[config.mk]
export PLATFORM = sky130hd
export DESIGN_NAME = sbd_bus_mode_regs
export DESIGN_NICKNAME = d
export VERILOG_FILES = /design/src/sbd_pkg.sv /design/src/sbd_bus_mode_regs.sv /design/src/sbd_field.sv /design/src/sbd_mode_sub.sv
export SDC_FILE = /design/constraint.sdc
export NUM_CORES = 1
export LEC_CHECK = 0
export ABC_CLOCK_PERIOD_IN_PS = 1170
export BUFFER_PORTS_ARGS = -buffer_cell sky130_fd_sc_hd__buf_2
export CAP_MARGIN = 40
export CORE_MARGIN = 4
export CORE_UTILIZATION = 43
export CTS_CLUSTER_DIAMETER = 100
export DETAILED_ROUTE_END_ITERATION = 10
export HOLD_SLACK_MARGIN = 0.12
export MAX_ROUTING_LAYER = met4
export PLACE_DENSITY = 0.75
export SETUP_SLACK_MARGIN = 0.3
export SLEW_MARGIN = 20
export SYNTH_ARGS = -nofsm -noshare
export SYNTH_HDL_FRONTEND = slang
export SYNTH_SLANG_ARGS = --single-unit
[constraint.sdc]
create_clock -name core_clk -period 1.17 [get_ports core_clk]
set_clock_uncertainty 0.15 [all_clocks]
set_input_delay 0 -clock core_clk [delete_from_list [all_inputs] [get_ports core_clk]]
set_output_delay 0 -clock core_clk [all_outputs]
set_load 0.03 [all_outputs]
[src/sbd_pkg.sv]
// Constants and types for the transceiver mode register bank
// ****************************************************************
// ****************************************************************
package sbd_pkg;

  // ****************************************************************
  // Register offsets
  // ****************************************************************
  localparam logic [6:0] BUS_CONTROL_FIRST_ADDR  = 7'h04;
  localparam logic [6:0] BUS_CONTROL_SECOND_ADDR = 7'h05;
  localparam logic [6:0] WAKE_INPUT_CONTROL_ADDR = 7'h06;

  // ****************************************************************
  // Reset values
  // ****************************************************************
  localparam logic [7:0] BUS_CONTROL_FIRST_RST  = 8'h20;
  localparam logic [7:0] BUS_CONTROL_SECOND_RST = 8'h00;
  localparam logic [7:0] WAKE_INPUT_CONTROL_RST = 8'h00;
  localparam logic [7:0] READ_IDLE              = 8'h00;

  // ****************************************************************
  // Field positions, first bus control
  // ****************************************************************
  localparam int LIN_FAST_PROG_BIT   = 7;
  localparam int LIN_LOW_SLOPE_BIT   = 6;
  localparam int LIN_TIMEOUT_BIT     = 5;
  localparam int LIN_ONE_MSB         = 4;
  localparam int LIN_ONE_LSB         = 3;
  localparam int CAN_MSB             = 1;
  localparam int CAN_LSB             = 0;

  // ****************************************************************
  // Field positions, second bus control and wake control
  // ****************************************************************
  localparam int LIN_FOUR_MSB        = 7;
  localparam int LIN_FOUR_LSB        = 6;
  localparam int BOOST_HIGH_BIT      = 5;
  localparam int LIN_THREE_MSB       = 4;
  localparam int LIN_THREE_LSB       = 3;
  localparam int LIN_TWO_MSB         = 1;
  localparam int LIN_TWO_LSB         = 0;
  localparam int TIMER_WAKE_BIT      = 6;
  localparam int WD_STOP_BIT         = 2;

  // ****************************************************************
  // Encodings
  // ****************************************************************
  typedef enum logic [1:0] {
    SBD_XCVR_OFF     = 2'h0,
    SBD_XCVR_WAKE    = 2'h1,
    SBD_XCVR_RX_ONLY = 2'h2,
    SBD_XCVR_NORMAL  = 2'h3
  } sbd_xcvr_mode_e;

  typedef enum logic [1:0] {
    SBD_CHIP_NORMAL  = 2'h0,
    SBD_CHIP_STOP    = 2'h1,
    SBD_CHIP_SLEEP   = 2'h3,
    SBD_CHIP_RESTART = 2'h2
  } sbd_chip_mode_e;

  typedef enum logic [1:0] {
    SBD_BOOST_8V    = 2'h0,
    SBD_BOOST_10V   = 2'h1,
    SBD_BOOST_FIXED = 2'h2
  } sbd_boost_level_e;

endpackage : sbd_pkg

[src/sbd_bus_mode_regs.sv]
// Bus control and wake control register bank with mode substitution
`timescale 1ns/1ns
module sbd_bus_mode_regs (
  input  wire logic                      core_clk,
  input  wire logic                      rst_b,
  input  wire logic                      soft_rst,
  input  wire logic              [6:0]   reg_addr,
  input  wire logic                      reg_wr_en,
  input  wire logic              [7:0]   reg_wr_data,
  input  wire logic                      reg_rd_en,
  input  wire sbd_pkg::sbd_chip_mode_e   chip_mode,
  input  wire logic                      boost_fixed_select,
  input  wire logic                      watchdog_stop_disable_a,
  input  wire logic                      hw_can_mode_we,
  input  wire logic              [1:0]   hw_can_mode_d,
  input  wire logic                      hw_lin_one_mode_we,
  input  wire logic              [1:0]   hw_lin_one_mode_d,
  input  wire logic                      hw_lin_two_mode_we,
  input  wire logic              [1:0]   hw_lin_two_mode_d,
  input  wire logic                      hw_lin_three_mode_we,
  input  wire logic              [1:0]   hw_lin_three_mode_d,
  input  wire logic                      hw_lin_four_mode_we,
  input  wire logic              [1:0]   hw_lin_four_mode_d,
  input  wire logic                      hw_wd_stop_we,
  input  wire logic                      hw_wd_stop_d,
  output logic                   [7:0]   reg_rd_data,
  output logic                           reg_rd_valid,
  output sbd_pkg::sbd_xcvr_mode_e        can_mode_eff,
  output sbd_pkg::sbd_xcvr_mode_e        lin_one_mode_eff,
  output sbd_pkg::sbd_xcvr_mode_e        lin_two_mode_eff,
  output sbd_pkg::sbd_xcvr_mode_e        lin_three_mode_eff,
  output sbd_pkg::sbd_xcvr_mode_e        lin_four_mode_eff,
  output logic                           lin_slope_control_off,
  output logic                           lin_low_slope_select,
  output logic                           lin_transmit_timeout_enable,
  output sbd_pkg::sbd_boost_level_e      boost_level,
  output logic                           cyclic_timer_wake_enable,
  output logic                           watchdog_stop_off
);
  import sbd_pkg::*;

  // ****************************************************************
  // Address decode
  // ****************************************************************
  logic sel_first;
  logic sel_second;
  logic sel_wake;
  logic wr_first;
  logic wr_second;
  logic wr_wake;

  assign sel_first  = (reg_addr == BUS_CONTROL_FIRST_ADDR);
  assign sel_second = (reg_addr == BUS_CONTROL_SECOND_ADDR);
  assign sel_wake   = (reg_addr == WAKE_INPUT_CONTROL_ADDR);
  assign wr_first   = reg_wr_en && sel_first;
  assign wr_second  = reg_wr_en && sel_second;
  assign wr_wake    = reg_wr_en && sel_wake;

  // ****************************************************************
  // First bus control fields
  // ****************************************************************
  logic       lin_fast_prog;
  logic       lin_low_slope;
  logic       lin_timeout;
  logic [1:0] lin_channel_one_mode;
  logic [1:0] can_mode;

  sbd_field #(
    .W   (1),
    .RST (BUS_CONTROL_FIRST_RST[LIN_FAST_PROG_BIT])
  ) u_lin_fast_prog (
    .core_clk (core_clk),
    .rst_b    (rst_b),
    .soft_rst (soft_rst),
    .host_we  (wr_first),
    .host_d   (reg_wr_data[LIN_FAST_PROG_BIT]),
    .hw_we    (1'b0),
    .hw_d     (1'b0),
    .q        (lin_fast_prog)
  );

  sbd_field #(
    .W   (1),
    .RST (BUS_CONTROL_FIRST_RST[LIN_LOW_SLOPE_BIT])
  ) u_lin_low_slope (
    .core_clk (core_clk),
    .rst_b    (rst_b),
    .soft_rst (soft_rst),
    .host_we  (wr_first),
    .host_d   (reg_wr_data[LIN_LOW_SLOPE_BIT]),
    .hw_we    (1'b0),
    .hw_d     (1'b0),
    .q        (lin_low_slope)
  );

  sbd_field #(
    .W   (1),
    .RST (BUS_CONTROL_FIRST_RST[LIN_TIMEOUT_BIT])
  ) u_lin_timeout (
    .core_clk (core_clk),
    .rst_b    (rst_b),
    .soft_rst (soft_rst),
    .host_we  (wr_first),
    .host_d   (reg_wr_data[LIN_TIMEOUT_BIT]),
    .hw_we    (1'b0),
    .hw_d     (1'b0),
    .q        (lin_timeout)
  );

  sbd_field #(
    .W   (2),
    .RST (BUS_CONTROL_FIRST_RST[LIN_ONE_MSB:LIN_ONE_LSB])
  ) u_lin_one (
    .core_clk (core_clk),
    .rst_b    (rst_b),
    .soft_rst (soft_rst),
    .host_we  (wr_first),
    .host_d   (reg_wr_data[LIN_ONE_MSB:LIN_ONE_LSB]),
    .hw_we    (hw_lin_one_mode_we),
    .hw_d     (hw_lin_one_mode_d),
    .q        (lin_channel_one_mode)
  );

  sbd_field #(
    .W   (2),
    .RST (BUS_CONTROL_FIRST_RST[CAN_MSB:CAN_LSB])
  ) u_can (
    .core_clk (core_clk),
    .rst_b    (rst_b),
    .soft_rst (soft_rst),
    .host_we  (wr_first),
    .host_d   (reg_wr_data[CAN_MSB:CAN_LSB]),
    .hw_we    (hw_can_mode_we),
    .hw_d     (hw_can_mode_d),
    .q        (can_mode)
  );

  // ****************************************************************
  // Second bus control fields
  // ****************************************************************
  logic [1:0] lin_channel_four_mode;
  logic       boost_high_level_select;
  logic [1:0] lin_channel_three_mode;
  logic [1:0] lin_channel_two_mode;

  sbd_field #(
    .W   (2),
    .RST (BUS_CONTROL_SECOND_RST[LIN_FOUR_MSB:LIN_FOUR_LSB])
  ) u_lin_four (
    .core_clk (core_clk),
    .rst_b    (rst_b),
    .soft_rst (soft_rst),
    .host_we  (wr_second),
    .host_d   (reg_wr_data[LIN_FOUR_MSB:LIN_FOUR_LSB]),
    .hw_we    (hw_lin_four_mode_we),
    .hw_d     (hw_lin_four_mode_d),
    .q        (lin_channel_four_mode)
  );

  sbd_field #(
    .W   (1),
    .RST (BUS_CONTROL_SECOND_RST[BOOST_HIGH_BIT])
  ) u_boost_high (
    .core_clk (core_clk),
    .rst_b    (rst_b),
    .soft_rst (soft_rst),
    .host_we  (wr_second),
    .host_d   (reg_wr_data[BOOST_HIGH_BIT]),
    .hw_we    (1'b0),
    .hw_d     (1'b0),
    .q        (boost_high_level_select)
  );

  sbd_field #(
    .W   (2),
    .RST (BUS_CONTROL_SECOND_RST[LIN_THREE_MSB:LIN_THREE_LSB])
  ) u_lin_three (
    .core_clk (core_clk),
    .rst_b    (rst_b),
    .soft_rst (soft_rst),
    .host_we  (wr_second),
    .host_d   (reg_wr_data[LIN_THREE_MSB:LIN_THREE_LSB]),
    .hw_we    (hw_lin_three_mode_we),
    .hw_d     (hw_lin_three_mode_d),
    .q        (lin_channel_three_mode)
  );

  sbd_field #(
    .W   (2),
    .RST (BUS_CONTROL_SECOND_RST[LIN_TWO_MSB:LIN_TWO_LSB])
  ) u_lin_two (
    .core_clk (core_clk),
    .rst_b    (rst_b),
    .soft_rst (soft_rst),
    .host_we  (wr_second),
    .host_d   (reg_wr_data[LIN_TWO_MSB:LIN_TWO_LSB]),
    .hw_we    (hw_lin_two_mode_we),
    .hw_d     (hw_lin_two_mode_d),
    .q        (lin_channel_two_mode)
  );

  // ****************************************************************
  // Wake input control fields
  // ****************************************************************
  logic timer_wake;
  logic wd_stop_b;

  sbd_field #(
    .W   (1),
    .RST (WAKE_INPUT_CONTROL_RST[TIMER_WAKE_BIT])
  ) u_timer_wake (
    .core_clk (core_clk),
    .rst_b    (rst_b),
    .soft_rst (soft_rst),
    .host_we  (wr_wake),
    .host_d   (reg_wr_data[TIMER_WAKE_BIT]),
    .hw_we    (1'b0),
    .hw_d     (1'b0),
    .q        (timer_wake)
  );

  sbd_field #(
    .W   (1),
    .RST (WAKE_INPUT_CONTROL_RST[WD_STOP_BIT])
  ) u_wd_stop (
    .core_clk (core_clk),
    .rst_b    (rst_b),
    .soft_rst (soft_rst),
    .host_we  (wr_wake),
    .host_d   (reg_wr_data[WD_STOP_BIT]),
    .hw_we    (hw_wd_stop_we),
    .hw_d     (hw_wd_stop_d),
    .q        (wd_stop_b)
  );

  // ****************************************************************
  // Effective transceiver modes
  // ****************************************************************
  logic low_power;

  // Restart is left out on purpose: the stored mode drives there
  assign low_power = (chip_mode == SBD_CHIP_STOP) ||
                     (chip_mode == SBD_CHIP_SLEEP);

  sbd_mode_sub u_can_eff (
    .core_clk    (core_clk),
    .rst_b       (rst_b),
    .low_power   (low_power),
    .stored_mode (can_mode),
    .eff_mode    (can_mode_eff)
  );

  sbd_mode_sub u_lin_one_eff (
    .core_clk    (core_clk),
    .rst_b       (rst_b),
    .low_power   (low_power),
    .stored_mode (lin_channel_one_mode),
    .eff_mode    (lin_one_mode_eff)
  );

  sbd_mode_sub u_lin_two_eff (
    .core_clk    (core_clk),
    .rst_b       (rst_b),
    .low_power   (low_power),
    .stored_mode (lin_channel_two_mode),
    .eff_mode    (lin_two_mode_eff)
  );

  sbd_mode_sub u_lin_three_eff (
    .core_clk    (core_clk),
    .rst_b       (rst_b),
    .low_power   (low_power),
    .stored_mode (lin_channel_three_mode),
    .eff_mode    (lin_three_mode_eff)
  );

  sbd_mode_sub u_lin_four_eff (
    .core_clk    (core_clk),
    .rst_b       (rst_b),
    .low_power   (low_power),
    .stored_mode (lin_channel_four_mode),
    .eff_mode    (lin_four_mode_eff)
  );

  // ****************************************************************
  // Control outputs
  // ****************************************************************
  sbd_boost_level_e boost_next;
  logic             wd_stop_next;

  assign boost_next   = boost_fixed_select      ? SBD_BOOST_FIXED :
                        boost_high_level_select ? SBD_BOOST_10V   :
                        SBD_BOOST_8V;
  // Either stop-mode bit deactivates the watchdog
  assign wd_stop_next = wd_stop_b || watchdog_stop_disable_a;

  always_ff @(posedge core_clk) begin
    if (!rst_b) begin
      lin_slope_control_off       <= 1'b0;
      lin_low_slope_select        <= 1'b0;
      lin_transmit_timeout_enable <= 1'b0;
      boost_level                 <= SBD_BOOST_8V;
      cyclic_timer_wake_enable    <= 1'b0;
      watchdog_stop_off           <= 1'b0;
    end else begin
      lin_slope_control_off       <= lin_fast_prog;
      lin_low_slope_select        <= lin_low_slope;
      lin_transmit_timeout_enable <= lin_timeout;
      boost_level                 <= boost_next;
      cyclic_timer_wake_enable    <= timer_wake;
      watchdog_stop_off           <= wd_stop_next;
    end
  end

  // ****************************************************************
  // Read back
  // ****************************************************************
  logic [7:0] rd_first;
  logic [7:0] rd_second;
  logic [7:0] rd_wake;
  logic [7:0] rd_mux;

  // Reserved positions are constant zero, so writes to them vanish
  assign rd_first  = {lin_fast_prog, lin_low_slope, lin_timeout,
                      lin_channel_one_mode, 1'b0, can_mode};
  assign rd_second = {lin_channel_four_mode, boost_high_level_select,
                      lin_channel_three_mode, 1'b0,
                      lin_channel_two_mode};
  assign rd_wake   = {1'b0, timer_wake, 3'h0, wd_stop_b, 2'h0};
  assign rd_mux    = sel_first  ? rd_first  :
                     sel_second ? rd_second :
                     sel_wake   ? rd_wake   : READ_IDLE;

  always_ff @(posedge core_clk) begin
    if (!rst_b) begin
      reg_rd_data  <= READ_IDLE;
      reg_rd_valid <= 1'b0;
    end else begin
      reg_rd_valid <= reg_rd_en;
      if (reg_rd_en) begin
        reg_rd_data <= rd_mux;
      end
    end
  end
endmodule : sbd_bus_mode_regs

[src/sbd_field.sv]
// One stored register field with host write and hardware update
`timescale 1ns/1ns
module sbd_field #(
  parameter int            W   = 1,
  parameter logic [W-1:0]  RST = '0
) (
  input  wire logic         core_clk,
  input  wire logic         rst_b,
  input  wire logic         soft_rst,
  input  wire logic         host_we,
  input  wire logic [W-1:0] host_d,
  input  wire logic         hw_we,
  input  wire logic [W-1:0] hw_d,
  output logic      [W-1:0] q
);
  import sbd_pkg::*;

  logic [W-1:0] q_next;

  // Internal update beats a host write in the same cycle
  assign q_next = hw_we   ? hw_d   :
                  host_we ? host_d : q;

  always_ff @(posedge core_clk) begin
    if (!rst_b || soft_rst) begin
      q <= RST;
    end else begin
      q <= q_next;
    end
  end
endmodule : sbd_field

[src/sbd_mode_sub.sv]
// Effective transceiver mode from stored field and chip mode
`timescale 1ns/1ns
module sbd_mode_sub (
  input  wire logic                   core_clk,
  input  wire logic                   rst_b,
  input  wire logic                   low_power,
  input  wire logic           [1:0]   stored_mode,
  output sbd_pkg::sbd_xcvr_mode_e     eff_mode
);
  import sbd_pkg::*;

  logic           is_normal;
  sbd_xcvr_mode_e eff_next;

  assign is_normal = (stored_mode == SBD_XCVR_NORMAL);
  // Stored bits are only read here, so Normal restores them directly
  assign eff_next  = (low_power && is_normal) ? SBD_XCVR_WAKE :
                     sbd_xcvr_mode_e'(stored_mode);

  always_ff @(posedge core_clk) begin
    if (!rst_b) begin
      eff_mode <= SBD_XCVR_OFF;
    end else begin
      eff_mode <= eff_next;
    end
  end
endmodule : sbd_mode_sub

==> out/results.tsv <==
metric	value	unit
slowest cell on the critical path	dfxtp_1	
GRT overflow	0	
Layout Nets	355	
First-pass DRT Iterations	4	
critical-path cell list	nor3_2, a221oi_2, a31o_2	
DRC errors left	0	
aggregate negative setup slack	0	ps
setup slack of the most critical reg-to-reg path	30	ps
WL per Instance	18.29	um
register bit total from synthesis	42	
achievable frequency	878.4	MHz
worst vdd rail ir drop	491.0	uV
Reg-to-Reg End	reg_rd_data[6]$_SDFFE_PN0P_	
boundary pin count	67	
average size of a mapped cell	9.202	um2
TritonCTS clock tree	done	
hold worst-path end	u_lin_one.q[0]$_SDFFE_PP0P_	
fraction of registers with async set or reset after synthesis	0	%
count of different cell masters after synthesis	31	
detailed router's first-iteration violation count	220	
sequential share of the synthesized area	48.35	%
total routing usage reported by global routing	26.18	%
CTS buffer count	5	
detailed-placement wirelength estimate	3321	um
number of warnings issued by yosys	0	
Worst path top cell family by delay	flip-flops	
vias post-DR	2053	
most common flop cell mapped by yosys	dfxtp_1	
data arrival time of the critical path	1230	ps
most frequent standard cell in the layout excluding fill and tap cells	buf_6	
power per standard cell area	939.2	nW/um2
maximum number of pins on one net before global-route repair	21	
EDFF count, synth	0	
cell type with the largest total area after synthesis	dfxtp_1	
area enclosed by the die boundary	5126	um2
count of buffers inserted at the top-level ports	65	
number of buffers inserted for hold repair after clock tree synthesis	28	
Syn Inst Count	189	
area of the core region	3771	um2
required time at the worst-slack endpoint	1260	ps
slowest stage delay, CP	430	ps
routed vias/inst	5.656	
Max Buffers Root-to-Sink	2	
last weighted congestion value of the routability-driven placer	0.8073	
fin cells	363	
total of fill cells in the finished design	188	
core utilization of the finished layout	84.74	%
HP Class	in2reg	
final setup fails	0	
CP startpoint	u_lin_low_slope.q$_SDFFE_PP0P_	
Leak	1.330	nW
number of H-tree levels	2	
number of cell instances on the worst register-to-register path	3	
sort of element at the start of the critical path	register	
CTS clock-pin slew for the worst setup and hold paths	80	ps
ant diodes	0	
number of nets produced by synthesis	230	
clock network latency to the later pin of the worst-skew pair	300	ps
portion of synthesized cell area occupied by the leading cell type	48.35	%
remaining antenna violation count	0	
global-route wire length before repair	10080	um
width of the die	71.60	um
cell types with the largest area share after synthesis	dfxtp_1 48%, nand3_1 4.6%, and2_1 4.3%	
netlist area before placement	1739	um2
number of global-route vias before repair	2117	
clock root buffer	clkbuf_8	
die extent in y	71.60	um
CP Max Fanout	3	
status	finished, violations left	
Fin Hold WS	-141.9	ps
Final Worst Setup Slack	31.62	ps
worst slew margin relative to its limit	76.41	%
fraction of final layout cells with drive strength greater than 1	61.27	%
number of buffer and inverter instances along the worst setup path	0	
number of max-slew violations in the final report	0	
total wirelength of the detailed-routed design	6639	um
synth-to-layout area growth	83.74	%
Hold Path Cell Cnt	3	
WP depth	3	
leading cell types in the layout, fill and taps excluded	42 x buf_6, 40 x dfxtp_2, 34 x buf_2, 26 x dlygate4sd3_1, 24 x buf_4	
violated checks	hold timing	
cell row count	22	
post-route minimum period	1138	ps
worst setup path category	reg2reg	
max-cap violation count	0	
Critical R2R Launch	u_lin_low_slope.q$_SDFFE_PP0P_	
Final Hold Vio Count	21	
setup repair after global routing missed its margin	yes	
number of antenna violations at the first check in global routing	0	
final cycle utilization of the critical path	97.30	%
pre-CTS setup slack	-204.4	ps
number of sinks handled by clock tree synthesis	42	
Worst Setup End Kind	register	
hold path startpoint	hw_lin_one_mode_we	
measured slew at the worst slew-check pin	353.5	ps
starting density of the core	46.12	%
Placed Instances	311	
timing repair:
| action | in CTS | in global routing |
|---|---|---|
| gates cloned | 3 | 0 |
| pin swaps | 42 | 6 |
| setup endpoints to repair | 50 | 57 |
| gates resized for setup | 146 | 20 |
| endpoints found under the hold margin | 42 | 33 |
| buffers inserted | 10 | 5 |
registers in the layout, summed over array words and instances (netlist names), 2 cells and up:
register                  flops
boost_level                   2
u_lin_three.q                 2
u_lin_four.q                  2
u_lin_two_eff.eff_mode        2
u_lin_three_eff.eff_mode      2
u_lin_two.q                   2
u_can.q                       2
u_lin_one.q                   2
u_can_eff.eff_mode            2
u_lin_one_eff.eff_mode        2
reg_rd_data                   8
u_lin_four_eff.eff_mode       2
Yosys cell counts (3+ instances only):
cell / number
nand4_1: 8
a21boi_0: 7
nand2_1: 6
a31oi_1: 11
inv_1: 8
o21ai_1: 10
buf_2: 5
mux2_2: 6
a31o_2: 3
dfxtp_1: 42
a21oi_1: 9
and2_1: 12
clkbuf_1: 5
nand2b_1: 9
o21ai_0: 15
nand3_1: 16
layer usage:
metal,GRT usage [%],part of all wire [%],up-vias
li1,-,-,932
met4,14.41,2.8,0
met3,5.189,8.2,21
met1,28.20,38,972
met2,44.80,51,128
met5,-,0,-
metrics by stage:
step / cell area, um2 / power, mW / hold WS [ps]
after floorplan: 1770 / 1.678 / -58.87
after global placement: 2238 / 1.836 / 51.61
after detailed placement: 2238 / 1.843 / 54.48
after CTS: 3113 / 2.950 / -153.0
after global routing: 3196 / 3.102 / -106.8
final: 3196 / 3.001 / -141.9
layout make-up:
class | count | area, um2 | area share (%)
clock buffer | 7 | 86.33 | 2.702
clock inverter | 1 | 5.005 | 0.1566
inverter | 8 | 30.03 | 0.9397
multi-input combinational | 128 | 989.7 | 30.97
sequential | 42 | 890.9 | 27.88
tap | 48 | 60.06 | 1.879
timing repair buffer | 129 | 1134 | 35.47
power by group:
group	internal, mW	leakage [nW]	total (mW)	switching, mW
Sequential	1.47	0.358	1.49	0.0217
Combinational	0.295	0.923	0.552	0.256
Clock	0.476	0.0482	0.960	0.484
Total	2.24	1.33	3.00	0.762
cell families after synthesis:
kind of cell	Yosys count	synth area share, %
compound gates	57	19.21
buf+inv	20	5.539
flops	42	48.35
mux	6	3.885
simple gates	64	23.02
how the worst max path moves through the flow:
stage                                          to
finish                reg_rd_data[6]$_SDFFE_PN0P_
detailed placement  u_lin_three.q[1]$_SDFFE_PP0P_
floorplan           u_lin_three.q[0]$_SDFFE_PP0P_
global placement     u_lin_timeout.q$_SDFFE_PP1P_
CTS                   reg_rd_data[6]$_SDFFE_PN0P_
global route          reg_rd_data[7]$_SDFFE_PN0P_
worst min-delay path, cell delays in order:
cell and delay, ps:
buf_2 90, inv_1 80, a31oi_1 90
No activity file was read; power rests on OpenSTA's default activity.
